==> src/picture_adjust_defines.svh <==
`ifndef PICTURE_ADJUST_DEFINES_SVH
`define PICTURE_ADJUST_DEFINES_SVH
`define ADDR_LUMA_GAIN        8'h06
`define ADDR_LUMA_OFFSET      8'h07
`define ADDR_CHROMA_INTENSITY 8'h08
`define ADDR_CHROMA_PHASE     8'h09
`define ADDR_BLANKING_REQUEST 8'h0A
`define ADDR_SKEW             8'h0B
`define ADDR_STATUS           8'h10
`define ADDR_CAPTION_LO       8'h12
`define ADDR_CAPTION_HI       8'h13
`define ADDR_AUX_LO           8'h14
`define ADDR_AUX_HI           8'h15
`define ADDR_COPY_LO          8'h16
`define ADDR_COPY_HI          8'h17
`define RST_LUMA_GAIN         8'h80
`define RST_LUMA_OFFSET       8'h00
`define RST_CHROMA_INTENSITY  8'h80
`define RST_CHROMA_PHASE      8'h00
`define RST_SKEW              3'h0
`define PIVOT_MID             8'h80
`define PIVOT_BLACK           8'h10
`define CHROMA_ZERO           12'h080
`define HUE_STEP_Q12          13'h0019
`define ONE_Q12               14'h1000
`define SIXTH_Q12             12'h2AB
`endif

==> src/picture_adjust_pkg.sv <==
package picture_adjust_pkg;
  typedef struct packed {
    logic       valid;
    logic [7:0] luma;
    logic [7:0] cb;
    logic [7:0] cr;
  } pixel_type;
  // done[0] caption, done[1] auxiliary caption, done[2] copy guard
  typedef struct packed {
    logic [2:0]  done;
    logic [15:0] caption_data;
    logic [15:0] aux_data;
    logic [15:0] copy_data;
  } decode_result_type;
  typedef enum logic [3:0] {
    ST_IDLE      = 4'h0,
    ST_ADDR      = 4'h1,
    ST_ADDR_ACK  = 4'h3,
    ST_SUB       = 4'h2,
    ST_SUB_ACK   = 4'h6,
    ST_WRITE     = 4'h7,
    ST_WRITE_ACK = 4'h5,
    ST_READ      = 4'hB,
    ST_READ_ACK  = 4'hA
  } serial_state_type;
endpackage

==> src/picture_adjust_vbi_request_regs.sv <==
`timescale 1ns/1ns
`include "picture_adjust_defines.svh"

module picture_adjust_vbi_request_regs #(
  parameter logic [6:0] DEVICE_ADDRESS = 7'h21, // Arbitrary value
  parameter int         SKEW_STAGES    = 3
) (
  input  wire logic                                  i_sys_clk,
  input  wire logic                                  i_reset_n,
  input  wire logic                                  i_scl,
  input  wire logic                                  i_sda,
  input  wire logic                                  i_gain_pivot_select,
  input  wire logic [4:0]                            i_status_other,
  input  wire picture_adjust_pkg::pixel_type         i_pixel,
  input  wire picture_adjust_pkg::decode_result_type i_decoded,
  output logic                                       o_sda_out,
  output logic                                       o_sda_oe,
  output logic [2:0]                                 o_decode_request,
  output picture_adjust_pkg::pixel_type              o_pixel
);

  ////////////////////////////////////////////////////////////////////////////
  logic [1:0]                           scl_sync;
  logic [1:0]                           sda_sync;
  logic                                 scl_prev;
  logic                                 sda_prev;
  logic                                 scl;
  logic                                 sda;
  logic                                 start_seen;
  logic                                 stop_seen;
  logic                                 scl_rise;
  logic                                 scl_fall;
  picture_adjust_pkg::serial_state_type state;
  logic [3:0]                           bit_cnt;
  logic [7:0]                           shreg;
  logic [7:0]                           tx_byte;
  logic [7:0]                           sub_addr;
  logic                                 read_mode;
  logic                                 master_nack;
  logic                                 wr_en;
  logic [7:0]                           wr_addr;
  logic [7:0]                           wr_data;
  logic [7:0]                           rd_byte;

  always_ff @(posedge i_sys_clk or negedge i_reset_n) begin
    if (!i_reset_n) begin
      scl_sync <= 2'h3;
      sda_sync <= 2'h3;
      scl_prev <= 1'b1;
      sda_prev <= 1'b1;
    end else begin
      scl_sync <= {scl_sync[0], i_scl};
      sda_sync <= {sda_sync[0], i_sda};
      scl_prev <= scl_sync[1];
      sda_prev <= sda_sync[1];
    end
  end

  assign scl        = scl_sync[1];
  assign sda        = sda_sync[1];
  assign start_seen = scl && scl_prev && sda_prev && !sda;
  assign stop_seen  = scl && scl_prev && !sda_prev && sda;
  assign scl_rise   = scl && !scl_prev;
  assign scl_fall   = !scl && scl_prev;

  ////////////////////////////////////////////////////////////////////////////
  // Serial slave: data changes only while the clock line is low
  always_ff @(posedge i_sys_clk or negedge i_reset_n) begin
    if (!i_reset_n) begin
      state       <= picture_adjust_pkg::ST_IDLE;
      bit_cnt     <= 4'h0;
      shreg       <= 8'h00;
      tx_byte     <= 8'h00;
      sub_addr    <= 8'h00;
      read_mode   <= 1'b0;
      master_nack <= 1'b0;
      wr_en       <= 1'b0;
      wr_addr     <= 8'h00;
      wr_data     <= 8'h00;
      o_sda_oe    <= 1'b0;
      o_sda_out   <= 1'b0;
    end else begin
      wr_en     <= 1'b0;
      o_sda_out <= 1'b0;
      if (start_seen) begin
        state    <= picture_adjust_pkg::ST_ADDR;
        bit_cnt  <= 4'h0;
        o_sda_oe <= 1'b0;
      end else if (stop_seen) begin
        state    <= picture_adjust_pkg::ST_IDLE;
        o_sda_oe <= 1'b0;
      end else if (scl_rise) begin
        case (state)
          picture_adjust_pkg::ST_ADDR,
          picture_adjust_pkg::ST_SUB,
          picture_adjust_pkg::ST_WRITE: begin
            shreg   <= {shreg[6:0], sda};
            bit_cnt <= bit_cnt + 4'h1;
          end
          picture_adjust_pkg::ST_READ_ACK: master_nack <= sda;
          default: ;
        endcase
      end else if (scl_fall) begin
        case (state)
          picture_adjust_pkg::ST_ADDR: begin
            if (bit_cnt == 4'h8) begin
              bit_cnt <= 4'h0;
              if (shreg[7:1] == DEVICE_ADDRESS) begin
                state     <= picture_adjust_pkg::ST_ADDR_ACK;
                read_mode <= shreg[0];
                o_sda_oe  <= 1'b1;
              end else begin
                state <= picture_adjust_pkg::ST_IDLE;
              end
            end
          end
          picture_adjust_pkg::ST_ADDR_ACK, picture_adjust_pkg::ST_READ_ACK: begin
            if (state == picture_adjust_pkg::ST_READ_ACK && master_nack) begin
              state    <= picture_adjust_pkg::ST_IDLE;
              o_sda_oe <= 1'b0;
            end else if (state == picture_adjust_pkg::ST_READ_ACK || read_mode) begin
              state    <= picture_adjust_pkg::ST_READ;
              o_sda_oe <= ~rd_byte[7];
              tx_byte  <= {rd_byte[6:0], 1'b0};
              bit_cnt  <= 4'h1;
              sub_addr <= sub_addr + 8'h01;
            end else begin
              state    <= picture_adjust_pkg::ST_SUB;
              o_sda_oe <= 1'b0;
            end
          end
          picture_adjust_pkg::ST_SUB: begin
            if (bit_cnt == 4'h8) begin
              state    <= picture_adjust_pkg::ST_SUB_ACK;
              sub_addr <= shreg;
              bit_cnt  <= 4'h0;
              o_sda_oe <= 1'b1;
            end
          end
          picture_adjust_pkg::ST_SUB_ACK: begin
            state    <= picture_adjust_pkg::ST_WRITE;
            o_sda_oe <= 1'b0;
          end
          picture_adjust_pkg::ST_WRITE: begin
            if (bit_cnt == 4'h8) begin
              state    <= picture_adjust_pkg::ST_WRITE_ACK;
              wr_en    <= 1'b1;
              wr_addr  <= sub_addr;
              wr_data  <= shreg;
              bit_cnt  <= 4'h0;
              o_sda_oe <= 1'b1;
            end
          end
          picture_adjust_pkg::ST_WRITE_ACK: begin
            state    <= picture_adjust_pkg::ST_WRITE;
            sub_addr <= sub_addr + 8'h01;
            o_sda_oe <= 1'b0;
          end
          picture_adjust_pkg::ST_READ: begin
            if (bit_cnt == 4'h8) begin
              state    <= picture_adjust_pkg::ST_READ_ACK;
              o_sda_oe <= 1'b0;
            end else begin
              o_sda_oe <= ~tx_byte[7];
              tx_byte  <= {tx_byte[6:0], 1'b0};
              bit_cnt  <= bit_cnt + 4'h1;
            end
          end
          default: state <= picture_adjust_pkg::ST_IDLE;
        endcase
      end
    end
  end

  ////////////////////////////////////////////////////////////////////////////
  logic [7:0]  luma_gain;
  logic [7:0]  luma_offset;
  logic [7:0]  chroma_intensity;
  logic [7:0]  chroma_phase_rotation;
  logic [2:0]  luma_chroma_skew_code;
  logic [2:0]  ready_flags;
  logic [15:0] caption_result;
  logic [15:0] aux_result;
  logic [15:0] copy_result;
  logic [2:0]  request_bits;
  logic [2:0]  accepted;

  always_ff @(posedge i_sys_clk or negedge i_reset_n) begin
    if (!i_reset_n) begin
      luma_gain             <= `RST_LUMA_GAIN;
      luma_offset           <= `RST_LUMA_OFFSET;
      chroma_intensity      <= `RST_CHROMA_INTENSITY;
      chroma_phase_rotation <= `RST_CHROMA_PHASE;
      luma_chroma_skew_code <= `RST_SKEW;
    end else if (wr_en) begin
      case (wr_addr)
        `ADDR_LUMA_GAIN:        luma_gain <= wr_data;
        `ADDR_LUMA_OFFSET:      luma_offset <= wr_data;
        `ADDR_CHROMA_INTENSITY: chroma_intensity <= wr_data;
        `ADDR_CHROMA_PHASE:     chroma_phase_rotation <= wr_data;
        `ADDR_SKEW:             luma_chroma_skew_code <= wr_data[2:0];
        default: ;
      endcase
    end
  end

  // Only ones in bits 2:0 count; reserved bits are dropped
  assign request_bits = (wr_en && wr_addr == `ADDR_BLANKING_REQUEST) ? wr_data[2:0] : 3'h0;
  // Results are taken only for an item that is still waiting
  assign accepted     = i_decoded.done & o_decode_request;

  always_ff @(posedge i_sys_clk or negedge i_reset_n) begin
    if (!i_reset_n) begin
      o_decode_request <= 3'h0;
      ready_flags      <= 3'h0;
    end else begin
      o_decode_request <= (o_decode_request & ~accepted) | request_bits;
      // A completion in the clearing cycle still sets its flag
      ready_flags <= ((|request_bits) ? 3'h0 : ready_flags) | accepted;
    end
  end

  always_ff @(posedge i_sys_clk or negedge i_reset_n) begin
    if (!i_reset_n) begin
      caption_result <= 16'h0000;
      aux_result     <= 16'h0000;
      copy_result    <= 16'h0000;
    end else begin
      if (accepted[0]) caption_result <= i_decoded.caption_data;
      if (accepted[1]) aux_result <= i_decoded.aux_data;
      if (accepted[2]) copy_result <= i_decoded.copy_data;
    end
  end

  always_comb begin
    case (sub_addr)
      `ADDR_LUMA_GAIN:        rd_byte = luma_gain;
      `ADDR_LUMA_OFFSET:      rd_byte = luma_offset;
      `ADDR_CHROMA_INTENSITY: rd_byte = chroma_intensity;
      `ADDR_CHROMA_PHASE:     rd_byte = chroma_phase_rotation;
      `ADDR_SKEW:             rd_byte = {5'h00, luma_chroma_skew_code};
      `ADDR_STATUS:           rd_byte = {ready_flags[2:0], i_status_other};
      `ADDR_CAPTION_LO:       rd_byte = caption_result[7:0];
      `ADDR_CAPTION_HI:       rd_byte = caption_result[15:8];
      `ADDR_AUX_LO:           rd_byte = aux_result[7:0];
      `ADDR_AUX_HI:           rd_byte = aux_result[15:8];
      `ADDR_COPY_LO:          rd_byte = copy_result[7:0];
      `ADDR_COPY_HI:          rd_byte = copy_result[15:8];
      default:                rd_byte = 8'h00;
    endcase
  end

  ////////////////////////////////////////////////////////////////////////////
  // Stage 1: luma gain about a pivot plus offset, chroma amplitude
  logic [7:0]         pivot;
  logic signed [9:0]  luma_diff;
  logic signed [18:0] luma_prod;
  logic signed [11:0] luma_sum;
  logic signed [8:0]  cb_diff;
  logic signed [8:0]  cr_diff;
  logic signed [17:0] cb_prod;
  logic signed [17:0] cr_prod;
  logic               s1_valid;
  logic [7:0]         s1_luma;
  logic signed [10:0] s1_u;
  logic signed [10:0] s1_v;

  function automatic logic [7:0] clamp8(input logic signed [11:0] value);
    if (value < 12'sh000)
      clamp8 = 8'h00;
    else if (value > 12'sh0FF)
      clamp8 = 8'hFF;
    else
      clamp8 = value[7:0];
  endfunction

  assign pivot     = i_gain_pivot_select ? `PIVOT_BLACK : `PIVOT_MID;
  assign luma_diff = $signed({2'b00, i_pixel.luma}) - $signed({2'b00, pivot});
  assign luma_prod = luma_diff * $signed({1'b0, luma_gain});
  assign luma_sum  = luma_prod[18:7] + $signed({4'h0, pivot})
                   + {{4{luma_offset[7]}}, luma_offset};
  assign cb_diff   = $signed({1'b0, i_pixel.cb}) - 9'sh080;
  assign cr_diff   = $signed({1'b0, i_pixel.cr}) - 9'sh080;
  // Zero factor collapses both components to the neutral level
  assign cb_prod   = cb_diff * $signed({1'b0, chroma_intensity});
  assign cr_prod   = cr_diff * $signed({1'b0, chroma_intensity});

  always_ff @(posedge i_sys_clk or negedge i_reset_n) begin
    if (!i_reset_n) begin
      s1_valid <= 1'b0;
      s1_luma  <= 8'h00;
      s1_u     <= 11'sh000;
      s1_v     <= 11'sh000;
    end else begin
      s1_valid <= i_pixel.valid;
      if (i_pixel.valid) begin
        s1_luma <= clamp8(luma_sum);
        s1_u    <= cb_prod[17:7];
        s1_v    <= cr_prod[17:7];
      end
    end
  end

  ////////////////////////////////////////////////////////////////////////////
  // Stage 2: phase rotation; third-order sine and second-order cosine
  // keep the gain error near one percent at the full 45 degrees.
  logic signed [12:0] theta;
  logic signed [25:0] theta_sq;
  logic signed [26:0] theta_cube;
  logic signed [24:0] cube_sixth;
  logic signed [13:0] cos_q12;
  logic signed [13:0] sin_q12;
  logic signed [25:0] rot_u;
  logic signed [25:0] rot_v;
  logic               s2_valid;

  logic [7:0]  y_tap [0:SKEW_STAGES];
  logic [15:0] c_tap [0:SKEW_STAGES];

  assign theta      = 13'($signed(chroma_phase_rotation) * $signed(`HUE_STEP_Q12));
  assign theta_sq   = theta * theta;
  assign theta_cube = $signed({1'b0, theta_sq[24:12]}) * theta;
  // Part-select drops the sign; restore it so negative hue rotates back
  assign cube_sixth = $signed(theta_cube[24:12]) * $signed(`SIXTH_Q12);
  assign cos_q12    = $signed(`ONE_Q12) - $signed({2'b00, theta_sq[24:13]});
  assign sin_q12    = {theta[12], theta} - {cube_sixth[24], cube_sixth[24:12]};
  assign rot_u      = s1_u * cos_q12 - s1_v * sin_q12;
  assign rot_v      = s1_u * sin_q12 + s1_v * cos_q12;

  always_ff @(posedge i_sys_clk or negedge i_reset_n) begin
    if (!i_reset_n) begin
      s2_valid <= 1'b0;
      y_tap[0] <= 8'h00;
      c_tap[0] <= 16'h8080;
    end else begin
      s2_valid <= s1_valid;
      if (s1_valid) begin
        y_tap[0] <= s1_luma;
        c_tap[0] <= {clamp8({rot_u[22], rot_u[22:12]} + `CHROMA_ZERO),
                     clamp8({rot_v[22], rot_v[22:12]} + `CHROMA_ZERO)};
      end
    end
  end

  ////////////////////////////////////////////////////////////////////////////
  // One skew step is one incoming sample, so its length follows the
  // rate of the i_pixel.valid strobes.
  logic [1:0] y_sel;
  logic [1:0] c_sel;

  generate
    for (genvar k = 1; k <= SKEW_STAGES; k++) begin : g_skew
      always_ff @(posedge i_sys_clk or negedge i_reset_n) begin
        if (!i_reset_n) begin
          y_tap[k] <= 8'h00;
          c_tap[k] <= 16'h8080;
        end else if (s2_valid) begin
          y_tap[k] <= y_tap[k-1];
          c_tap[k] <= c_tap[k-1];
        end
      end
    end
  endgenerate

  always_comb begin
    y_sel = 2'h0;
    c_sel = 2'h0;
    case (luma_chroma_skew_code)
      3'h5: y_sel = 2'h3;
      3'h6: y_sel = 2'h2;
      3'h7: y_sel = 2'h1;
      3'h1: c_sel = 2'h1;
      3'h2: c_sel = 2'h2;
      3'h3: c_sel = 2'h3;
      default: ;
    endcase
  end

  always_ff @(posedge i_sys_clk or negedge i_reset_n) begin
    if (!i_reset_n) begin
      o_pixel <= '{valid: 1'b0, luma: 8'h00, cb: 8'h80, cr: 8'h80};
    end else begin
      o_pixel.valid <= s2_valid;
      if (s2_valid) begin
        o_pixel.luma         <= y_tap[y_sel];
        {o_pixel.cb, o_pixel.cr} <= c_tap[c_sel];
      end
    end
  end

endmodule

==> config.mk <==
export PLATFORM = sky130hd
export DESIGN_NAME = picture_adjust_vbi_request_regs
export DESIGN_NICKNAME = d
export VERILOG_FILES = /design/src/picture_adjust_pkg.sv /design/src/picture_adjust_vbi_request_regs.sv
export VERILOG_INCLUDE_DIRS = /design/src
export SDC_FILE = /design/constraint.sdc
export NUM_CORES = 2
export LEC_CHECK = 0
export BUFFER_PORTS_ARGS = -buffer_cell sky130_fd_sc_hd__buf_2
export CAP_MARGIN = 10
export CORE_ASPECT_RATIO = 1.1
export CORE_MARGIN = 3
export CORE_UTILIZATION = 40
export DETAILED_ROUTE_END_ITERATION = 6
export PLACE_DENSITY = 0.52
export SLEW_MARGIN = 15
export SYNTH_ARGS = -nofsm -noshare
export SYNTH_HDL_FRONTEND = slang
export SYNTH_SLANG_ARGS = --single-unit
export TNS_END_PERCENT = 5
==> constraint.sdc <==
create_clock -name i_sys_clk -period 39 [get_ports i_sys_clk]
set_clock_uncertainty 0.2 [all_clocks]
set_input_delay 1.95 -clock i_sys_clk [delete_from_list [all_inputs] [get_ports i_sys_clk]]
set_output_delay 1.95 -clock i_sys_clk [all_outputs]
set_load 0.01 [all_outputs]
==> out/results.ini <==
[die]
die_width_um=363
core_mm2=0.139
effective_utilization_at_floorplan_pct=40.4
ioPinCount=116
die-height_um=399
rows=143
die-area_mm2=0.145

[global_route]
first_global_vias=42600
grt_util_all_layers_pct=21.1
antenna_found_initial=19
grt_max_degree=112
globalRouteOverflowTotal=0
wire_length_of_the_first_global_routing_pass_um=240000

[timing]
hold_viol_final=0
setup_tns_ns=0
post-route-min-period_ns=29.89
rsz_0062_raised_after_global_routing=no
finalMaxSlewViolations=0
period_share_pct=76.6
worst_slew_margin_rel_pct=23.0
worstMarginPinSlew_ns=1.15
max_freq_ghz=0.0335
timing.hold.ws_ns=0.155
setup_viol=0

[yosys]
postSynth.asyncResetShare_pct=100
netlist_area_mm2=0.0560
yosys.cell_types.count=102
synth_nets=7549
yosys_warnings=0
yosys_most_used_dff=sky130_fd_sc_hd__dfrtp_1
ys_ff_latch=299
syn-mean-instance-area_um2=9.52
synth_enable_flop_cells=0
synth_seq_area_share_pct=13.4
syn-instance-count=5884

[layout]
layout.filler_cells=13700
share_of_cells_above_drive_strength_1_pct=9.92
syn_to_final_growth_pct=7.14
stdcell_count=7734
design.final.nets=7547

[clocking]
clk_root_buffer_cell=sky130_fd_sc_hd__clkbuf_16
cts_setup_buffers=0
cts-resized-gates=0
holdBufCountCts=0
cts_buffer_depth=3
skew_pair_late_insertion_delay_ns=0.58
clock_transition_at_the_registers_of_the_reported_paths_ns=0.06
clock-sinks=299
tritoncts_buffers=36
tritoncts_clock_tree=done
htree_levels=2

[routing]
ant_nets=0
vias_per_cell=5.01
route.final.wire_length_um=146000
drt-initial-drc-count=1876
avgRoutedWirePerCell_um=18.9
remaining_drc_errors=0
vias=38800
drt-pass1-iter-count=6

[critical_path]
timing.critical_path.from=chroma_phase_rotation[1]$_DFFE_PN0P_
timing.rr.start=chroma_phase_rotation[1]$_DFFE_PN0P_
regToRegSetupSlack_ns=9.11
timing.critical_path.slowest_cell_delay_ns=0.87
crit_cells=106
critical_path_buf_inv_count=22
kind_of_end_point_of_the_critical_path=flop
worst_ep_arrival_time_ns=30.10
worstReg2RegEnd=c_tap[61]$_DFFE_PN0P_
critPathSlowestCell=sky130_fd_sc_hd__xnor2_2
worstPathMaxFanout=25
timing.critical_path.from_type=flop
crit_type=reg2reg
worst-endpoint-required_ns=39.22
r2r_cells=106
critPathCapture=c_tap[61]$_DFFE_PN0P_
path_delay_family=adder cells
crit_path_frequent_cell=sky130_fd_sc_hd__fa_1

[worst_hold_path]
hold_path.class=reg2reg
hold_depth=0

[pwr]
p_int_w=0.000694
power.switching_w=0.000321
maximum_vdd_ir_drop_v=0.0000303
total_power_w=0.00102
pwr-share-clk_pct=34.1
power_leakage_nw=30.8
fraction_of_power_spent_switching_nets_pct=31.6
powerDensity_mw_per_mm2=16.9
share_seq_of_total_power_pct=39.4
combPwrFrac_pct=26.5

[placed_design]
port-buffer-count=114
placed_cells_incl_taps=7656
place_hpwl_um=113000
globalplace.congestion=0.838

[run]
timing.max_cap.violations=0

[outcome]
run_status=completed

-- layout by cell type (no fill, tap or decap), types with 35 or more instances in the layout --
cell,instances
sky130_fd_sc_hd__nor2b_1,82
sky130_fd_sc_hd__and3_1,35
sky130_fd_sc_hd__nand2_1,624
sky130_fd_sc_hd__clkbuf_16,36
sky130_fd_sc_hd__a21oi_1,103
sky130_fd_sc_hd__o21ai_0,92
sky130_fd_sc_hd__and2_1,317
sky130_fd_sc_hd__nand2b_1,76
sky130_fd_sc_hd__buf_2,113
sky130_fd_sc_hd__inv_1,1322
sky130_fd_sc_hd__fa_1,1008
sky130_fd_sc_hd__buf_4,83
sky130_fd_sc_hd__dfrtp_1,275
sky130_fd_sc_hd__xnor2_1,136
sky130_fd_sc_hd__mux2_2,226
sky130_fd_sc_hd__ha_1,571
sky130_fd_sc_hd__nand3_1,43
sky130_fd_sc_hd__nor2_1,228
sky130_fd_sc_hd__xor2_1,47
-- routing by layer --
layer | track usage (%) | vias up | routed length [um]
met3 | 2.68 | 193 | 6090
met1 | 27.3 | 19900 | 63200
met2 | 37.5 | 666 | 73000
met4 | 4.89 | 12 | 3700
li1 | - | 18000 | -
met5 | 0 | - | 82
-- power groups by stage --
stage	Combinational (W)	Clock (W)	Sequential, W
detailed placement	0.000274	0	0.000405
global placement	0.000271	0	0.000403
floorplan	0.000190	0	0.000397
global route	0.000307	0.000369	0.000408
CTS	0.000276	0.000357	0.000400
finish	0.000269	0.000346	0.000400
-- sequential cells by signal, indices dropped and copies added, names as in the netlist, 4 cells and up --
name                   flops
aux_result                16
bit_cnt                    4
c_tap                     64
caption_result            16
chroma_intensity           8
chroma_phase_rotation      8
copy_result               16
luma_gain                  8
luma_offset                8
o_pixel                   25
s1_luma                    8
s1_u                      11
s1_v                      11
shreg                      8
state                      4
sub_addr                   8
tx_byte                    7
wr_addr                    8
wr_data                    8
y_tap                     32
-- cells by family after synthesis --
family                     count (synthesis)  synth area share [%]
buffers and inverters                   1565                  10.5
and+or+nand+nor                         1506                  13.0
xor gates and xnor gates                 210                  3.40
DFF                                      299                  13.4
other                                      1               0.00669
muxes                                    241                  4.99
adders and majority gates               1580                  48.8
AOI/OAI and AO/OA                        482                  5.93
-- per-stage QoR --
step | setup slack (ns) | utilization [%] | cell area [um2]
finish | 9.11 | 43.3 | 60000
global route | 6.74 | 43.3 | 60000
CTS | 8.71 | 43.3 | 60000
detailed placement | 8.77 | 42.4 | 58800
global placement | 9.39 | 42.4 | 58800
floorplan | 12.14 | - | 56000
-- synth_stat cells (4+ instances only) --
library cell	n	area share, %
sky130_fd_sc_hd__a211oi_1	28	0.38
sky130_fd_sc_hd__a21o_1	24	0.32
sky130_fd_sc_hd__a21oi_1	105	0.94
sky130_fd_sc_hd__a21oi_2	5	0.078
sky130_fd_sc_hd__a221oi_1	17	0.27
sky130_fd_sc_hd__a22o_1	12	0.19
sky130_fd_sc_hd__a22oi_1	16	0.21
sky130_fd_sc_hd__a2bb2oi_1	7	0.11
sky130_fd_sc_hd__a31oi_1	28	0.31
sky130_fd_sc_hd__a32oi_1	5	0.078
sky130_fd_sc_hd__and2_1	317	3.5
sky130_fd_sc_hd__and3_1	35	0.39
sky130_fd_sc_hd__buf_2	4	0.036
sky130_fd_sc_hd__clkbuf_1	227	1.5
sky130_fd_sc_hd__clkinv_1	5	0.034
sky130_fd_sc_hd__dfrtp_1	281	13
sky130_fd_sc_hd__dfstp_2	18	0.84
sky130_fd_sc_hd__fa_1	1008	36
sky130_fd_sc_hd__ha_1	571	13
sky130_fd_sc_hd__inv_1	1322	8.9
sky130_fd_sc_hd__mux2_2	226	4.5
sky130_fd_sc_hd__mux2i_1	7	0.13
sky130_fd_sc_hd__mux4_2	8	0.32
sky130_fd_sc_hd__nand2_1	624	4.2
sky130_fd_sc_hd__nand2b_1	76	0.85
sky130_fd_sc_hd__nand3_1	43	0.38
sky130_fd_sc_hd__nand3b_1	6	0.080
sky130_fd_sc_hd__nand4_1	16	0.18
sky130_fd_sc_hd__nor2_1	228	1.5
sky130_fd_sc_hd__nor2b_1	82	0.92
sky130_fd_sc_hd__nor3_1	23	0.21
sky130_fd_sc_hd__nor4_1	16	0.18
sky130_fd_sc_hd__o211ai_1	12	0.16
sky130_fd_sc_hd__o21a_1	25	0.33
sky130_fd_sc_hd__o21ai_0	93	0.83
sky130_fd_sc_hd__o21bai_1	20	0.27
sky130_fd_sc_hd__o22ai_1	7	0.078
sky130_fd_sc_hd__o31a_1	6	0.094
sky130_fd_sc_hd__o31ai_1	13	0.17
sky130_fd_sc_hd__or2_2	11	0.12
sky130_fd_sc_hd__or3_1	7	0.078
sky130_fd_sc_hd__xnor2_1	153	2.4
sky130_fd_sc_hd__xor2_1	51	0.80
-- worst min-delay path by stage --
stage | slack [ns] | from | endpoint
3_3_place_gp | 0.15 | sda_sync[0]$_DFF_PN1_ | sda_sync[1]$_DFF_PN1_
6_report | 0.16 | sda_sync[0]$_DFF_PN1_ | sda_sync[1]$_DFF_PN1_
2_1_floorplan | 0.15 | scl_sync[0]$_DFF_PN1_ | scl_sync[1]$_DFF_PN1_
5_1_grt | 0.16 | scl_sync[0]$_DFF_PN1_ | scl_sync[1]$_DFF_PN1_
3_5_place_dp | 0.15 | sda_sync[0]$_DFF_PN1_ | sda_sync[1]$_DFF_PN1_
4_1_cts | 0.16 | sda_sync[0]$_DFF_PN1_ | sda_sync[1]$_DFF_PN1_
-- final cells by class --
type	instances	area, um2	area share (%)
multi-input cells	4020	42800	71.3
well taps	1812	2270	3.78
diodes	13	32.5	0.0542
clock buffers	51	1040	1.73
repair buffers	197	1200	2.01
flip-flops and latches	299	7510	12.5
inverters	1328	4980	8.30
clock inverters	14	169	0.281
(Power assumes the default switching activity.)
